--- config.mk ---
export PLATFORM = sky130hd
export DESIGN_NAME = dmcl_top
export DESIGN_NICKNAME = d
export VERILOG_FILES = /design/src/design/dmcl_pkg.sv /design/src/design/dmcl_top.sv
export SDC_FILE = /design/constraint.sdc
export NUM_CORES = 1
export LEC_CHECK = 0
export ABC_AREA = 1
export BUFFER_PORTS_ARGS = -buffer_cell sky130_fd_sc_hd__buf_2
export CAP_MARGIN = 20
export CORE_UTILIZATION = 51
export DETAILED_ROUTE_END_ITERATION = 16
export MAX_ROUTING_LAYER = met4
export PLACE_DENSITY_LB_ADDON = 0.1
export SYNTH_ARGS = -nofsm -noshare
export SYNTH_HDL_FRONTEND = slang
export SYNTH_SLANG_ARGS = --single-unit
--- constraint.sdc ---
create_clock -name ref_clk -period 2.8 [get_ports ref_clk]
set_input_delay 0.56 -clock ref_clk [delete_from_list [all_inputs] [get_ports ref_clk]]
set_output_delay 0.56 -clock ref_clk [all_outputs]
set_load 0.01 [all_outputs]
--- src/design/dmcl_pkg.sv ---
// constants and types for the pin mapping and continuous link block
package dmcl_pkg;
	localparam int AW = 5;
	localparam int DW = 16;

	// register byte addresses
	localparam logic [4:0] SEL1_OFS   = 5'h00;
	localparam logic [4:0] SEL2_OFS   = 5'h04;
	localparam logic [4:0] CTRL_OFS   = 5'h08;
	localparam logic [4:0] BITDIV_OFS = 5'h0C;
	localparam logic [4:0] STAT_OFS   = 5'h10;
	localparam logic [4:0] MASK_OFS   = 5'h14;
	localparam logic [4:0] STATE_OFS  = 5'h18;

	// mapping code positions: pins 0..3 in select 1, pins 4..5 in select 2
	localparam int P0_POS = 6;
	localparam int P1_POS = 4;
	localparam int P2_POS = 2;
	localparam int P3_POS = 0;
	localparam int P4_POS = 6;
	localparam int P5_POS = 4;

	// control fields
	localparam int MODE_POS    = 0;
	localparam int PACKET_BIT  = 3;
	localparam int BSYNC_BIT   = 4;
	localparam int SHAPING_BIT = 5;

	// interrupt status bits
	localparam int EV_TXBIT = 0;
	localparam int EV_RXBIT = 1;
	localparam int EV_PIN0  = 2;

	// reset values
	localparam logic [7:0]  SEL_RST    = 8'h00;
	localparam logic [7:0]  CTRL_RST   = 8'h08;
	localparam logic [15:0] BITDIV_RST = 16'h0014;
	localparam logic [2:0]  IRQ_RST    = 3'h0;

	// fifo depth in bytes
	localparam logic [6:0] FIFO_BYTES = 7'h40;

	typedef enum logic [2:0] {
		DMCL_SLEEP, DMCL_STANDBY, DMCL_FS_TX, DMCL_TX, DMCL_FS_RX, DMCL_RX
	} dmcl_mode_t;
endpackage : dmcl_pkg

--- src/design/dmcl_top.sv ---
// pin function mapping and continuous serial link
// Operation
// - six output pins 0..5, function chosen by two select registers
// - each pin has a 2-bit code; output depends on code, data and chip mode
// - continuous: pin0 match/ready codes, pin1 code 00 is bit clock
// - packet: pin0 payload/sent/crc, pin1 threshold, empty, full
// - pin5: clock out (sleep only with RC), lock, mode ready
// - continuous: NRZ passes directly over two-way pin 2, fifo idle
// - continuous transmit: device drives bit clock on pin 1
// - transmit data sampled on bit clock rising edge; host obeys window
// - receive without synchronizer: raw data on pin 2, no clock
// - receive with synchronizer: clean data pin 2, clock pin 1
// - synchronized receive: data changes on falling clock edge
// - packet mode: no bits on pins, data through the fifo
// - packet mode: handler does preamble, sync, crc, whitening, coding
// - fifo access allowed in sleep or standby in packet mode; here allowed in any mode once packet mode is chosen
// - synchronizer forced on in packet mode
// - fifo empty and full flags from the whole fifo level
//
// Chosen here: the strobed register port and the register addresses.
`timescale 1ns/10ps
module dmcl_top
	import dmcl_pkg::*;
(
	input  wire logic          ref_clk,
	input  wire logic          sys_rst,
	input  wire logic [AW-1:0] reg_addr,
	input  wire logic [DW-1:0] reg_wdata,
	input  wire logic          reg_wr,
	input  wire logic          reg_rd,
	output logic      [DW-1:0] reg_rdata,
	output logic               irq,
	input  wire logic          pattern_match,
	input  wire logic          transmit_ready,
	input  wire logic          receive_ready,
	input  wire logic          rssi_or_preamble,
	input  wire logic          payload_ready_a,
	input  wire logic          packet_sent_b,
	input  wire logic          crc_good,
	input  wire logic          fifo_threshold,
	input  wire logic [6:0]    fifo_count,
	input  wire logic          clock_output,
	input  wire logic          rc_running,
	input  wire logic          synthesizer_locked,
	input  wire logic          mode_ready_e,
	input  wire logic          temperature_changed,
	input  wire logic          battery_low,
	input  wire logic          rx_timeout,
	input  wire logic          demod_bit,
	output logic               mod_bit,
	output logic               mod_bit_strobe,
	output logic [5:0]         gpio_out,
	input  wire logic          serial_bit_in,
	output logic               serial_bit_oe_n,
	output logic               bit_clock_pin,
	output logic               bitsync_active,
	output logic               packet_handler_en,
	output logic               fifo_access_ok,
	output logic               fifo_empty_c,
	output logic               fifo_full_d
);
	logic [7:0]  sel1_q;
	logic [7:0]  sel2_q;
	logic [7:0]  ctrl_q;
	logic [15:0] bitdiv_q;
	logic [2:0]  stat_q;
	logic [2:0]  mask_q;
	logic [DW-1:0] rdata_q;
	logic [15:0] div_cnt_q;
	logic        dclk_q;
	logic        ser_m_q;
	logic        ser_s_q;
	logic        mod_bit_q;
	logic        mod_stb_q;
	logic        rx_data_q;
	logic        rx_stb_q;
	logic        pin0_prev_q;
	logic [5:0]  pins_q;
	logic [5:0]  pins_d;
	logic        ser_oe_n_q;
	logic        ser_oe_n_d;
	dmcl_mode_t  mode;
	logic        packet;
	logic        bsync_on;
	logic        in_rx;
	logic        in_tx;
	logic        clk_run;
	logic        dclk_rise;
	logic        dclk_fall;
	logic        serial_out;
	logic [2:0]  ev;

	// picks a pin's 2-bit mapping code out of a select register
	function automatic logic [1:0] code_of(input logic [7:0] sel,
		input int pos);
		code_of = sel[pos +: 2];
	endfunction : code_of

	// true in the modes where the synthesizer runs or data moves
	function automatic logic synth_up(input dmcl_mode_t m);
		synth_up = (m != DMCL_SLEEP) && (m != DMCL_STANDBY);
	endfunction : synth_up

	// chip mode decode; unused codes fall back to standby
	always_comb begin
		unique case (ctrl_q[MODE_POS +: 3])
			3'h0: mode = DMCL_SLEEP;
			3'h1: mode = DMCL_STANDBY;
			3'h2: mode = DMCL_FS_TX;
			3'h3: mode = DMCL_TX;
			3'h4: mode = DMCL_FS_RX;
			3'h5: mode = DMCL_RX;
			default: mode = DMCL_STANDBY;
		endcase
	end

	assign packet   = ctrl_q[PACKET_BIT];
	assign bsync_on = packet | ctrl_q[BSYNC_BIT];
	assign in_rx    = (mode == DMCL_RX);
	assign in_tx    = (mode == DMCL_TX);
	// clock runs in continuous transmit, and in continuous receive only with the synchronizer
	assign clk_run  = !packet && (in_tx || (in_rx && bsync_on));
	assign fifo_empty_c = (fifo_count == 7'h00);
	assign fifo_full_d  = (fifo_count >= FIFO_BYTES);
	assign bitsync_active    = bsync_on;
	assign packet_handler_en = packet;
	// fifo reachable in any mode once packet mode is chosen
	assign fifo_access_ok    = packet;

	// register writes
	always_ff @(posedge ref_clk or posedge sys_rst) begin
		if (sys_rst) begin
			sel1_q   <= SEL_RST;
			sel2_q   <= SEL_RST;
			ctrl_q   <= CTRL_RST;
			bitdiv_q <= BITDIV_RST;
			mask_q   <= IRQ_RST;
		end else if (reg_wr) begin
			unique case (reg_addr)
				SEL1_OFS:   sel1_q   <= reg_wdata[7:0];
				SEL2_OFS:   sel2_q   <= reg_wdata[7:0];
				CTRL_OFS:   ctrl_q   <= reg_wdata[7:0];
				BITDIV_OFS: bitdiv_q <= reg_wdata;
				MASK_OFS:   mask_q   <= reg_wdata[2:0];
				default:    ;
			endcase
		end
	end

	// sticky events; a new event beats a write-one clear
	always_ff @(posedge ref_clk or posedge sys_rst) begin
		if (sys_rst) begin
			stat_q <= IRQ_RST;
		end else begin
			stat_q <= (stat_q & ~((reg_wr && reg_addr == STAT_OFS)
				? reg_wdata[2:0] : 3'h0)) | ev;
		end
	end

	always_comb begin
		ev = 3'h0;
		ev[EV_TXBIT] = mod_stb_q;
		ev[EV_RXBIT] = rx_stb_q;
		ev[EV_PIN0]  = pins_q[0] & ~pin0_prev_q;
	end

	assign irq = |(stat_q & mask_q);

	// read data, one cycle after the strobe; unmapped reads zero
	always_ff @(posedge ref_clk or posedge sys_rst) begin
		if (sys_rst) begin
			rdata_q <= 16'h0000;
		end else if (reg_rd) begin
			unique case (reg_addr)
				SEL1_OFS:   rdata_q <= {8'h00, sel1_q};
				SEL2_OFS:   rdata_q <= {8'h00, sel2_q};
				CTRL_OFS:   rdata_q <= {8'h00, ctrl_q};
				BITDIV_OFS: rdata_q <= bitdiv_q;
				STAT_OFS:   rdata_q <= {13'h0000, stat_q};
				MASK_OFS:   rdata_q <= {13'h0000, mask_q};
				STATE_OFS:  rdata_q <= {6'h00, bsync_on, dclk_q,
					ser_oe_n_q, mod_bit_q, pins_q};
				default:    rdata_q <= 16'h0000;
			endcase
		end else begin
			rdata_q <= 16'h0000;
		end
	end

	assign reg_rdata = rdata_q;

	// bit clock divider: half period is bitdiv_q cycles, minimum one
	always_ff @(posedge ref_clk or posedge sys_rst) begin
		if (sys_rst) begin
			div_cnt_q <= 16'h0000;
			dclk_q    <= 1'b0;
		end else if (!clk_run) begin
			div_cnt_q <= 16'h0000;
			dclk_q    <= 1'b0;
		end else if (div_cnt_q + 16'h0001 >= bitdiv_q) begin
			div_cnt_q <= 16'h0000;
			dclk_q    <= ~dclk_q;
		end else begin
			div_cnt_q <= div_cnt_q + 16'h0001;
		end
	end

	assign dclk_rise = clk_run && !dclk_q && (div_cnt_q + 16'h0001 >= bitdiv_q);
	assign dclk_fall = clk_run && dclk_q && (div_cnt_q + 16'h0001 >= bitdiv_q);

	// host data from the two-way pin passes two flops first
	always_ff @(posedge ref_clk or posedge sys_rst) begin
		if (sys_rst) begin
			ser_m_q <= 1'b0;
			ser_s_q <= 1'b0;
		end else begin
			ser_m_q <= serial_bit_in;
			ser_s_q <= ser_m_q;
		end
	end

	// transmit: take host data on the clock's rising edge
	always_ff @(posedge ref_clk or posedge sys_rst) begin
		if (sys_rst) begin
			mod_bit_q <= 1'b0;
			mod_stb_q <= 1'b0;
		end else begin
			mod_stb_q <= 1'b0;
			if (in_tx && !packet && dclk_rise) begin
				mod_bit_q <= ser_s_q;
				mod_stb_q <= 1'b1;
			end
		end
	end

	assign mod_bit        = mod_bit_q;
	assign mod_bit_strobe = mod_stb_q;

	// receive: raw follow without sync, else update on falling edge
	always_ff @(posedge ref_clk or posedge sys_rst) begin
		if (sys_rst) begin
			rx_data_q <= 1'b0;
			rx_stb_q  <= 1'b0;
		end else begin
			rx_stb_q <= 1'b0;
			if (in_rx && !bsync_on) begin
				rx_data_q <= demod_bit;
			end else if (in_rx && dclk_fall) begin
				rx_data_q <= demod_bit;
				rx_stb_q  <= 1'b1;
			end
		end
	end

	// pin 2 direction: driven except in continuous transmit
	always_comb begin
		ser_oe_n_d = 1'b0;
		serial_out = 1'b0;
		if (!packet) begin
			if (in_rx) begin
				serial_out = rx_data_q;
			end else begin
				ser_oe_n_d = in_tx;
			end
		end
	end

	// function mapping per pin; anything unlisted drives low
	always_comb begin
		pins_d = 6'h00;
		// pin 0
		unique case (code_of(sel1_q, P0_POS))
			2'b00: begin
				if (packet) begin
					pins_d[0] = in_rx ? payload_ready_a
						: (in_tx & packet_sent_b);
				end else begin
					pins_d[0] = in_rx ? pattern_match
						: (in_tx & transmit_ready);
				end
			end
			2'b01: begin
				if (packet) begin
					pins_d[0] = in_rx & crc_good;
				end else begin
					pins_d[0] = (mode == DMCL_FS_TX || mode == DMCL_FS_RX)
						& rssi_or_preamble;
				end
			end
			2'b10: begin
				if (!packet) begin
					pins_d[0] = in_rx ? receive_ready
						: (in_tx & transmit_ready);
				end
			end
			2'b11: begin
				if (packet) begin
					pins_d[0] = synth_up(mode) &
						(temperature_changed | battery_low);
				end
			end
		endcase
		// pin 1
		unique case (code_of(sel1_q, P1_POS))
			2'b00: pins_d[1] = packet ? fifo_threshold : dclk_q;
			2'b01: pins_d[1] = packet ? fifo_empty_c
				: (in_rx & rssi_or_preamble);
			2'b10: pins_d[1] = packet & fifo_full_d;
			2'b11: pins_d[1] = 1'b0;
		endcase
		// pin 2: data in continuous, status in packet
		if (!packet) begin
			pins_d[2] = serial_out;
		end else begin
			unique case (code_of(sel1_q, P2_POS))
				2'b00: pins_d[2] = fifo_full_d;
				2'b01: pins_d[2] = in_rx & receive_ready;
				2'b10: pins_d[2] = in_rx ? rx_timeout : fifo_full_d;
				2'b11: pins_d[2] = in_rx ? pattern_match : fifo_full_d;
			endcase
		end
		// pin 3
		unique case (code_of(sel1_q, P3_POS))
			2'b00: pins_d[3] = packet ? fifo_empty_c : (in_rx & rx_timeout);
			2'b01: pins_d[3] = packet ? (in_tx & transmit_ready)
				: (in_rx & rssi_or_preamble);
			2'b10: pins_d[3] = packet & fifo_empty_c;
			2'b11: pins_d[3] = packet ? fifo_empty_c
				: (mode != DMCL_SLEEP) & (temperature_changed | battery_low);
		endcase
		// pin 4
		unique case (code_of(sel2_q, P4_POS))
			2'b00: pins_d[4] = synth_up(mode) &
				(temperature_changed | battery_low);
			2'b01: pins_d[4] = synth_up(mode) & synthesizer_locked;
			2'b10: pins_d[4] = in_rx & rx_timeout;
			2'b11: pins_d[4] = packet ? (in_rx & rssi_or_preamble)
				: ((mode != DMCL_SLEEP) & mode_ready_e);
		endcase
		// pin 5
		unique case (code_of(sel2_q, P5_POS))
			2'b00: pins_d[5] = clock_output &
				((mode != DMCL_SLEEP) | rc_running);
			2'b01: pins_d[5] = synth_up(mode) & synthesizer_locked;
			2'b10: pins_d[5] = !packet & in_rx & rssi_or_preamble;
			2'b11: pins_d[5] = (mode != DMCL_SLEEP) & mode_ready_e;
		endcase
	end

	// pin outputs come from flops
	always_ff @(posedge ref_clk or posedge sys_rst) begin
		if (sys_rst) begin
			pins_q      <= 6'h00;
			ser_oe_n_q  <= 1'b1;
			pin0_prev_q <= 1'b0;
		end else begin
			pins_q      <= pins_d;
			ser_oe_n_q  <= packet ? 1'b0 : ser_oe_n_d;
			pin0_prev_q <= pins_q[0];
		end
	end

	assign gpio_out        = pins_q;
	assign serial_bit_oe_n = ser_oe_n_q;
	assign bit_clock_pin   = pins_q[1];
endmodule : dmcl_top

==> results of run 1 <==
[sequential cells by signal, summed over array words and instances (netlist names), 3 cells and up]
signal / count
bitdiv_q: 16
div_cnt_q: 16
reg_rdata: 16
ctrl_q: 8
sel1_q: 8
sel2_q: 8
gpio_out: 6
mask_q: 3
stat_q: 3
[layer usage]
layer / track usage (%) / share of wire, % / up-vias / wire (um)
met3: 3.162 / 4.5 / 19 / 542
met5: - / 0 / - / 0
met2: 40.38 / 46 / 126 / 5537
li1: - / - / 2107 / -
met1: 36.94 / 47 / 2027 / 5703
met4: 10.29 / 2.1 / 0 / 248
[placed cells by master (no fill, tap or decap), types with 10 or more instances in the layout]
| cell | instances |
|---|---|
| nand2_1 | 135 |
| inv_1 | 90 |
| dfrtp_1 | 88 |
| buf_2 | 80 |
| o21ai_0 | 57 |
| nor2_1 | 47 |
| nand3_1 | 30 |
| a21oi_1 | 27 |
| ha_1 | 17 |
| nor3_1 | 14 |
| nand4_1 | 13 |
| nor2_2 | 10 |
[critical path: stages (launching register included)]
cell,delay [ns]
dfrtp_1,0.37
ha_1,0.19
nand3_1,0.15
inv_1,0.11
nand3_1,0.10
nand3b_1,0.22
xor2_2,0.17
inv_1,0.06
ha_1,0.27
nand2_1,0.11
o21ai_0,0.12
a21oi_2,0.21
nand3_4,0.13
buf_12,0.17
nor2b_1,0.10
[power groups by stage]
stage                     Sequential [mW]  Combinational [mW]  Clock [mW]
after floorplan                      1.64               0.403           0
after global placement               1.67               0.585           0
after detailed placement             1.68               0.602           0
after CTS                            1.65               0.606       0.896
after global routing                 1.67               0.703       0.948
final                                1.65               0.617       0.878
[stage by stage]
stage                     instance area [um2]  power [mW]   TNS (ns)  hold WS (ns)
after CTS                                5578       3.152          0        0.2767
after detailed placement                 5383       2.279          0        0.3456
final                                    5643       3.146          0        0.2644
after global placement                   5383       2.256          0        0.3344
after floorplan                          4856       2.046          0        0.3312
after global routing                     5643       3.324  -0.009354        0.2821
[layout make-up]
cell class                      count  area [um2]
Fill cell                         878        3597
Clock inverter                      7       71.32
Inverter                           98       371.6
Multi-Input combinational cell    397        2081
Timing Repair Buffer               90       500.5
Sequential cell                    93        2333
Tap cell                          129       161.4
Clock buffer                        9       123.9
[kinds of logic (layout without fill, tap and decap cells)]
group | after synthesis | count (layout) | share of synthesized area, %
compound gates | 103 | 103 | 11.45
xor+xnor | 8 | 8 | 1.444
fa+ha+maj | 17 | 17 | 4.384
flops | 93 | 93 | 48.07
buf+inv | 114 | 204 | 9.489
simple gates | 269 | 269 | 25.17
[worst max path at each step]
stage,from,to,slack (ns)
floorplan,div_cnt_q[0],rx_data_q,0.43
global placement,div_cnt_q[0],dclk_q,0.21
detailed placement,div_cnt_q[0],dclk_q,0.10
CTS,div_cnt_q[0],dclk_q,0.08
global route,div_cnt_q[5],rx_data_q,-0.009
finish,div_cnt_q[0],div_cnt_q[7],0.27
[timing repair]
| item | 4_1_cts | 5_1_grt |
|---|---|---|
| buffers inserted | 0 | 4 |
| endpoints found under the setup margin | 0 | 21 |
| hold endpoints to repair | 0 | 0 |
| gates resized for setup | 0 | 6 |
==> flow_summary.ini, run 1 <==
[floorplan]
die_w_um = 99.54
initial_core_util_pct = 52.51
dieArea_um2 = 9908
rows = 35
core_area_um2 = 9240
io_pins = 81
fp.dieH_um = 99.54

[global_route]
grt_pass1_wl_mm = 19.64
grt_use_total_pct = 26.69
grt_pass1_vias = 3925
grt_overflow_total = 0
antenna_found_initial = 0
grt_max_degree = 61

[timing]
maxSlewViolCount = 0
clock_skew_ns = 0.01095
relSlewSlack_pct = 56.69
hold_viol = 0
post-route-min-period_ns = 2.532
fmax_mhz = 394.9
tightest_slew_ns = 0.6483
finalWorstSetupSlack_ns = 0.2677
post-route-period-util_pct = 90.44
setup_viol_count_final = 0

[layout]
num-nets-final = 755
fin_util_pct = 61.07
num_antenna_cells = 0
drive_gt1_share_pct = 21.18
layout.cells.non_filler = 823
syn_to_final_growth_pct = 16.30

[worst_setup_path]
crit_required_ns = 3.10
start_kind = flip-flop
reg2reg_from = div_cnt_q[0]
path_max_fanout = 13
crit_type = flip-flop to flip-flop
critPathArrivalTime_ns = 2.83
r2r_setup_slack_ns = 0.27
r2r-end = div_cnt_q[7]
ff2ff_path_depth = 14
end_kind = flip-flop

[logic_synthesis]
synth_cell_type_count = 39
yosys-top-cells-count = nand2_1, inv_1, dfrtp_1, o21ai_0, nor2_1
synth_seq_cells = 93
synth_cells = 604
yosysTopAreaCell = dfrtp_1
synth_warnings = 0
synth_edf_count = 0
syn_area_um2 = 4852
syn_avg_cell_area_um2 = 8.033
synthArstFlopShare_pct = 100.0
synth-seq-area-share_pct = 48.07
synth_fp_nets = 670
synth_top_cell_area_share_pct = 45.90
synthFlopType = dfrtp_1
yosys-top-cells-area = dfrtp_1, nand2_1, inv_1, o21ai_0, ha_1
synth_most_common_cell = nand2_1

[pwr]
p_leak_nw = 2.998
clkPwrFrac_pct = 27.9
p_sw_mw = 1.063
swShare_pct = 33.79
ir_worst_vdd_v = 0.0002716
powerDensity_nw_per_um2 = 557.5
internal-power_mw = 2.083
seqPwrFrac_pct = 52.5
pwr-share-comb_pct = 19.6

[clock_network]
cts-root-buf = clkbuf_8
insertion_delay_ns = 0.37
clock_sinks = 93
path_clk_slew_ns = 0.10
clk_path_buf_depth = 2
hold_buffers = 0
cts-htree-levels = 3
cts_tree = built
numCtsBuffers = 9

[run]
maxCapViolCount = 0

[route]
drc = 0
postRouteAntennaNets = 0
via_count = 4279
drt-total-wl_mm = 12.03
drt-initial-drc-count = 240
via_per_inst = 5.199
firstDrtPassIters = 5
wire_per_inst_um = 14.62

[placed_design]
dp_hpwl_mm = 9.149
port_buffers = 80
pre_cts_slack_ns = 0.1032
dp.cells = 803
gp_congestion = 0.9549

[worst_hold_path]
hold_class = input pin to async pin

[outcome]
outcome = finished clean
No activity file was read; power rests on OpenSTA's default activity.
==> run 2, diff against run 1 <==
MAX_ROUTING_LAYER = default   (was met4)
TNS_END_PERCENT = 50   (was default)
==> run 2 against run 1 <==
Global-route usage is 0.21 points lower. Hold slack better by 0.029 ns. Routed wire length is 0.17% lower. Via count is 1.6% lower. Register-to-register slack worse by 0.03 ns. Utilization is 0.18 points lower. Flip-flop and latch count stayed put. Design area is 0.29% lower. Critical endpoint is now div_cnt_q[13]. Largest power group unchanged.
==> flow_summary.ini, run 2 (same netlist as run 1, synthesis figures left out) <==
[layout]
finalInstanceArea_um2 = 5627
syn_to_final_growth_pct = 15.96
drive_gt1_share_pct = 20.41
num-nets-final = 752
mostFrequentLayoutCells = nand2_1, inv_1, dfrtp_1, buf_2, o21ai_0
layout_commonest_cell = nand2_1
num_antenna_cells = 0

[pwr]
power_mw = 3.180
ir_worst_vdd_v = 0.0002772
seqPwrFrac_pct = 51.9
p_leak_nw = 2.981
internal-power_mw = 2.154
p_sw_mw = 1.026
pwr-share-comb_pct = 19.2
swShare_pct = 32.27
powerDensity_nw_per_um2 = 565.2
clkPwrFrac_pct = 28.9

[route]
drt-met1-wl_mm = 5.521
drt-total-wl_mm = 12.01
met3_length_um = 763
via_count = 4209
met2WireLength_mm = 5.544
firstDrtPassIters = 5
postRouteAntennaNets = 0
drt-initial-drc-count = 215
highest_layer = met4
via_per_inst = 5.133
drc = 0
wire_per_inst_um = 14.65

[timing]
post-route-period-util_pct = 91.56
maxSlewViolCount = 0
setup_tns_ns = 0
finalWorstSetupSlack_ns = 0.2363
fmax_mhz = 390.1
rsz0062_at_grt = no
tightest_slew_ns = 0.7689
hold_viol = 0
clock_skew_ns = 0.01085
relSlewSlack_pct = 48.63
setup_viol_count_final = 0
post-route-min-period_ns = 2.564

[worst_setup_path]
path_max_fanout = 16
slowest_stage = dfrtp_1
crit_required_ns = 3.10
end_kind = flip-flop
critPathBufInv = 4
path_cells = inv_1 -> nor3_1 -> nand2_1 -> nor2_1 -> nand4_1 -> nand2_1 -> inv_1 -> ha_1 -> a21oi_1 -> o21ai_0 -> a21oi_2 -> buf_4 -> nand3_4 -> buf_12 -> nor2_1
start_kind = flip-flop
critPathArrivalTime_ns = 2.86
crit_type = flip-flop to flip-flop
path_delay_family = simple AND/OR/NAND/NOR gates
critPathMaxStageDelay_ns = 0.40

[floorplan]
rows = 35
dieArea_um2 = 9908
initial_core_util_pct = 52.51
fp.dieH_um = 99.54
io_pins = 81
core_area_um2 = 9240
die_w_um = 99.54

[global_route]
grt_pass1_vias = 4051
grt_use_total_pct = 26.48
grt_pass1_wl_mm = 20.00
antenna_found_initial = 0
grt_max_degree = 34
grt_overflow_total = 0

[run]
maxCapViolCount = 0

[clock_network]
cts-htree-levels = 3
cts-root-buf = clkbuf_8
clk_path_buf_depth = 2
cts_tree = built
path_clk_slew_ns = 0.09
numCtsBuffers = 9
insertion_delay_ns = 0.37
clock_sinks = 93

[outcome]
outcome = finished clean

[placed_design]
pre_cts_slack_ns = 0.08044
gp_congestion = 0.9310
place_area_um2 = 5388
dp_hpwl_mm = 9.275
port_buffers = 80

[worst_hold_path]
hold_class = input pin to flip-flop
==> run 2: cell count changes in the layout (fill, tap and decap cells not counted), sizes merged <==
cell      previous run  this run
clkinvlp             3         4
clkbuf               9        10
buf                 90        87
clkinv               3         0
bufinv               0         1
==> run 2: area by class of cell <==
class	count	area, um2
timing repair buffer	87	490.5
fill	868	3613
multi-input combinational	397	2073
inverter	98	371.6
clock inverter	6	70.07
sequential	93	2332
tap	129	161.4
clock buffer	10	127.6
==> run 2: repair_timing <==
| item | CTS | global route |
|---|---|---|
| hold buffers | 0 | 0 |
| endpoints found under the setup margin | 0 | 21 |
| gates resized for setup | 0 | 5 |
| buffers inserted | 0 | 2 |
==> run 2: worst register-to-register path: cells and delay by family, from the launching register on <==
| family | cells | cell delay, ns |
|---|---|---|
| AOI/OAI and AO/OA | 3 | 0.41 |
| adders and majority gates | 1 | 0.28 |
| buffers and inverters | 4 | 0.43 |
| DFF | 1 | 0.40 |
| and+or+nand+nor | 7 | 0.97 |
==> run 2: per-stage QoR <==
stage	hold slack, ns	cells	utilization, %
detailed placement	0.3427	802	58.31
global placement	0.3350	802	58.31
finish	0.2938	820	60.89
global route	0.2849	820	60.89
floorplan	0.3312	604	-
CTS	0.2890	818	60.45
==> run 2: final timing paths <==
| path | startpoint | slack, ns | cells after the start | end |
|---|---|---|---|---|
| worst max-delay path | div_cnt_q[5] | 0.24 | 15 | div_cnt_q[13] |
| worst min register to register | ser_m_q | 0.36 | 0 | ser_s_q |
| worst max register to register | div_cnt_q[5] | 0.24 | 15 | div_cnt_q[13] |
| worst min-delay path | serial_bit_in | 0.29 | 1 | ser_m_q |
| min in group asynchronous | sys_rst | 0.32 | 2 | ctrl_q[0] |
| max in group asynchronous | sys_rst | 1.80 | 3 | serial_bit_oe_n |
==> run 2: per-layer routing <==
layer  global-route usage [%]  up-vias
li1                         -     2102
met1                    37.42     1962
met2                    41.45      129
met3                    4.638       16
met4                    8.824        0
met5                        0        -
==> run 2: power by group through the flow <==
stage	clock [mW]	combinational, mW	sequential, mW
3_5_place_dp	0	0.605	1.68
4_1_cts	0.928	0.608	1.65
5_1_grt	0.984	0.700	1.67
3_3_place_gp	0	0.586	1.67
6_report	0.919	0.611	1.65
2_1_floorplan	0	0.403	1.64
==> run 3, diff against run 2 <==
ABC_AREA = default   (was 1)
HOLD_SLACK_MARGIN = 0.15   (was default)
==> run 3 against run 2 <==
The flow now finishes with violations (setup timing). Via count down 12%. Final cell count fell by 20%. Register-to-register slack got worse by 0.36 ns. Clock power shrank 10%. Critical path depth shrank 4. Total power is 4.0% higher. Combinational power up 23%. Non-clock buffer count up 21. Flip-flop and latch count is the same. Largest power group unchanged. Highest routed layer unchanged.
==> flow_summary.ini, run 3 <==
[placed_design]
gp_congestion = 0.8847
place_area_um2 = 5450
dp_hpwl_mm = 8.490
port_buffers = 80

[logic_synthesis]
synth_warnings = 0
synth_fp_nets = 507
synth_top_cell_area_share_pct = 46.40
syn_avg_cell_area_um2 = 10.88
yosysTopAreaCell = dfrtp_1
synth_most_common_cell = dfrtp_1
yosys-top-cells-count = dfrtp_1, mux2_2, nand2_1, nor2_1, a21oi_1
synth_seq_cells = 93
synth_cells = 441
synthArstFlopShare_pct = 100.0
synth_cell_type_count = 53
syn_area_um2 = 4800
synth-seq-area-share_pct = 48.59
synthFlopType = dfrtp_1
synth_edf_count = 0
yosys-top-cells-area = dfrtp_1, mux2_2, ha_1, mux2i_1, a21oi_1

[route]
postRouteAntennaNets = 0
firstDrtPassIters = 4
drt-total-wl_mm = 11.39
via_per_inst = 5.640
drt-initial-drc-count = 205
wire_per_inst_um = 17.31
drc = 0
via_count = 3711

[timing]
post-route-period-util_pct = 104.2
relSlewSlack_pct = 39.98
fmax_mhz = 342.6
rsz0062_at_grt = yes
tightest_slew_ns = 0.8934
finalWorstSetupSlack_ns = -0.1189
setup_viol_count_final = 2
clock_skew_ns = 0.01045
hold_viol = 0
setup_tns_ns = -0.1250
post-route-min-period_ns = 2.919
maxSlewViolCount = 0

[worst_setup_path]
critPathArrivalTime_ns = 3.17
critPathMaxStageDelay_ns = 0.37
path_delay_family = simple AND/OR/NAND/NOR gates
crit_type = flip-flop to flip-flop
crit_required_ns = 3.05
path_cells = and3_4 -> nand4_1 -> buf_4 -> buf_4 -> xnor2_1 -> ha_1 -> nand4_1 -> nor4_2 -> a32oi_2 -> a2111oi_4 -> mux2_4
slowest_stage = a2111oi_4
end_kind = flip-flop
start_kind = flip-flop
critPathBufInv = 2
path_max_fanout = 4

[floorplan]
initial_core_util_pct = 52.19
rows = 35
die_w_um = 99.01
fp.dieH_um = 99.01
dieArea_um2 = 9803
io_pins = 81
core_area_um2 = 9196

[pwr]
swShare_pct = 32.38
pwr-share-comb_pct = 22.7
p_sw_mw = 1.071
ir_worst_vdd_v = 0.0002670
internal-power_mw = 2.236
p_leak_nw = 2.792
clkPwrFrac_pct = 24.9
powerDensity_nw_per_um2 = 578.3
seqPwrFrac_pct = 52.4

[layout]
layout_commonest_cell = dfrtp_1
drive_gt1_share_pct = 35.47
syn_to_final_growth_pct = 19.13
mostFrequentLayoutCells = dfrtp_1, buf_2, mux2_2, nand2_1, nor2_1
num_antenna_cells = 0
finalInstanceArea_um2 = 5718
nFillCells = 769
num-nets-final = 608
multi_input_area_um2 = 2333
seqCellArea_um2 = 2332

[clock_network]
hold_buffers = 0
insertion_delay_ns = 0.37
cts-root-buf = clkbuf_8
cts-htree-levels = 3
numCtsBuffers = 9
clock_sinks = 93
clk_path_buf_depth = 2
cts_tree = built
path_clk_slew_ns = 0.10

[global_route]
antenna_found_initial = 0
grt_pass1_vias = 3640
grt_pass1_wl_mm = 18.49
grt_use_total_pct = 24.69
grt_overflow_total = 0
grt_max_degree = 64

[outcome]
violations = setup timing
outcome = finished with violations

[run]
maxCapViolCount = 0

[worst_hold_path]
hold_class = input pin to async pin
[run 3: cell count changes in the layout (fill, tap and decap cells not counted), sizes merged, moves of 13 or more]
cell | previous run | this run
nand3 | 31 | 14
nor2b | 1 | 14
o21ai | 61 | 15
inv | 99 | 24
buf | 87 | 107
mux2 | 0 | 43
mux2i | 0 | 14
nor2 | 62 | 29
nand2 | 141 | 34
[run 3: final cells by class]
cell class | count | share of cell area (%)
multi-input cells | 308 | 40.81
flip-flops and latches | 93 | 40.79
repair buffers | 108 | 11.42
well taps | 111 | 2.429
clock buffers | 10 | 2.232
inverters | 22 | 1.510
clock inverters | 6 | 0.8096
[run 3: path summary, 6_finish.rpt]
kind / slack [ns] / startpoint / end / cells past startpoint
hold reg to reg: 0.36 / ser_m_q / ser_s_q / 0
setup / recovery: -0.12 / div_cnt_q[4] / mod_bit / 11
min in group ref_clk: 0.31 / serial_bit_in / ser_m_q / 1
setup reg to reg: -0.12 / div_cnt_q[4] / mod_bit / 11
hold / removal: 0.29 / sys_rst / reg_rdata[11] / 2
max in group asynchronous: 1.73 / sys_rst / bitdiv_q[4] / 3
[run 3: logic make-up (layout without fill, tap and decap cells)]
group / after synthesis / count (layout) / share of synthesized area [%]
adder cells (fa/ha/maj): 17 / 17 / 4.432
flip-flops: 93 / 93 / 48.59
XOR/XNOR: 14 / 14 / 2.555
multiplexers: 60 / 60 / 14.49
AO/OA/AOI/OAI: 73 / 73 / 10.25
buffers and inverters: 40 / 146 / 3.597
AND/OR/NAND/NOR: 144 / 144 / 16.08
[run 3: timing repair]
action / 4_1_cts / 5_1_grt
pin swaps: 7 / 4
endpoints found under the hold margin: 0 / 0
buffers inserted: 1 / 4
gates cloned: 0 / 1
endpoints found under the setup margin: 6 / 21
gates resized for setup: 3 / 7
[run 3: stage by stage]
step | worst slack (ns) | utilization [%] | power [mW] | std cells | hold WS, ns
finish | -0.1189 | 62.18 | 3.307 | 658 | 0.2891
global route | -0.2764 | 62.18 | 3.491 | 658 | 0.2891
CTS | -0.05763 | 61.40 | 3.301 | 654 | 0.2963
detailed placement | -0.1974 | 59.27 | 2.485 | 637 | 0.3418
global placement | -0.04733 | 59.27 | 2.464 | 637 | 0.3467
floorplan | -0.07374 | - | 2.209 | 441 | 0.3312
[run 3: metal layers]
| metal | wire (um) | up-vias | share of wire (%) | global-route usage (%) |
|---|---|---|---|---|
| met4 | 144 | 0 | 1.3 | 7.807 |
| met3 | 582 | 15 | 5.1 | 3.404 |
| met5 | 0 | - | 0 | 0 |
| met2 | 5249 | 113 | 46 | 38.57 |
| met1 | 5412 | 1816 | 48 | 35.79 |
| li1 | - | 1767 | - | - |
[run 3: power groups by stage]
stage / sequential, mW / clock (mW) / combinational [mW]
3_5_place_dp: 1.75 / 0 / 0.730
2_1_floorplan: 1.68 / 0 / 0.534
4_1_cts: 1.73 / 0.836 / 0.737
3_3_place_gp: 1.75 / 0 / 0.716
5_1_grt: 1.76 / 0.895 / 0.839
6_report: 1.73 / 0.823 / 0.752
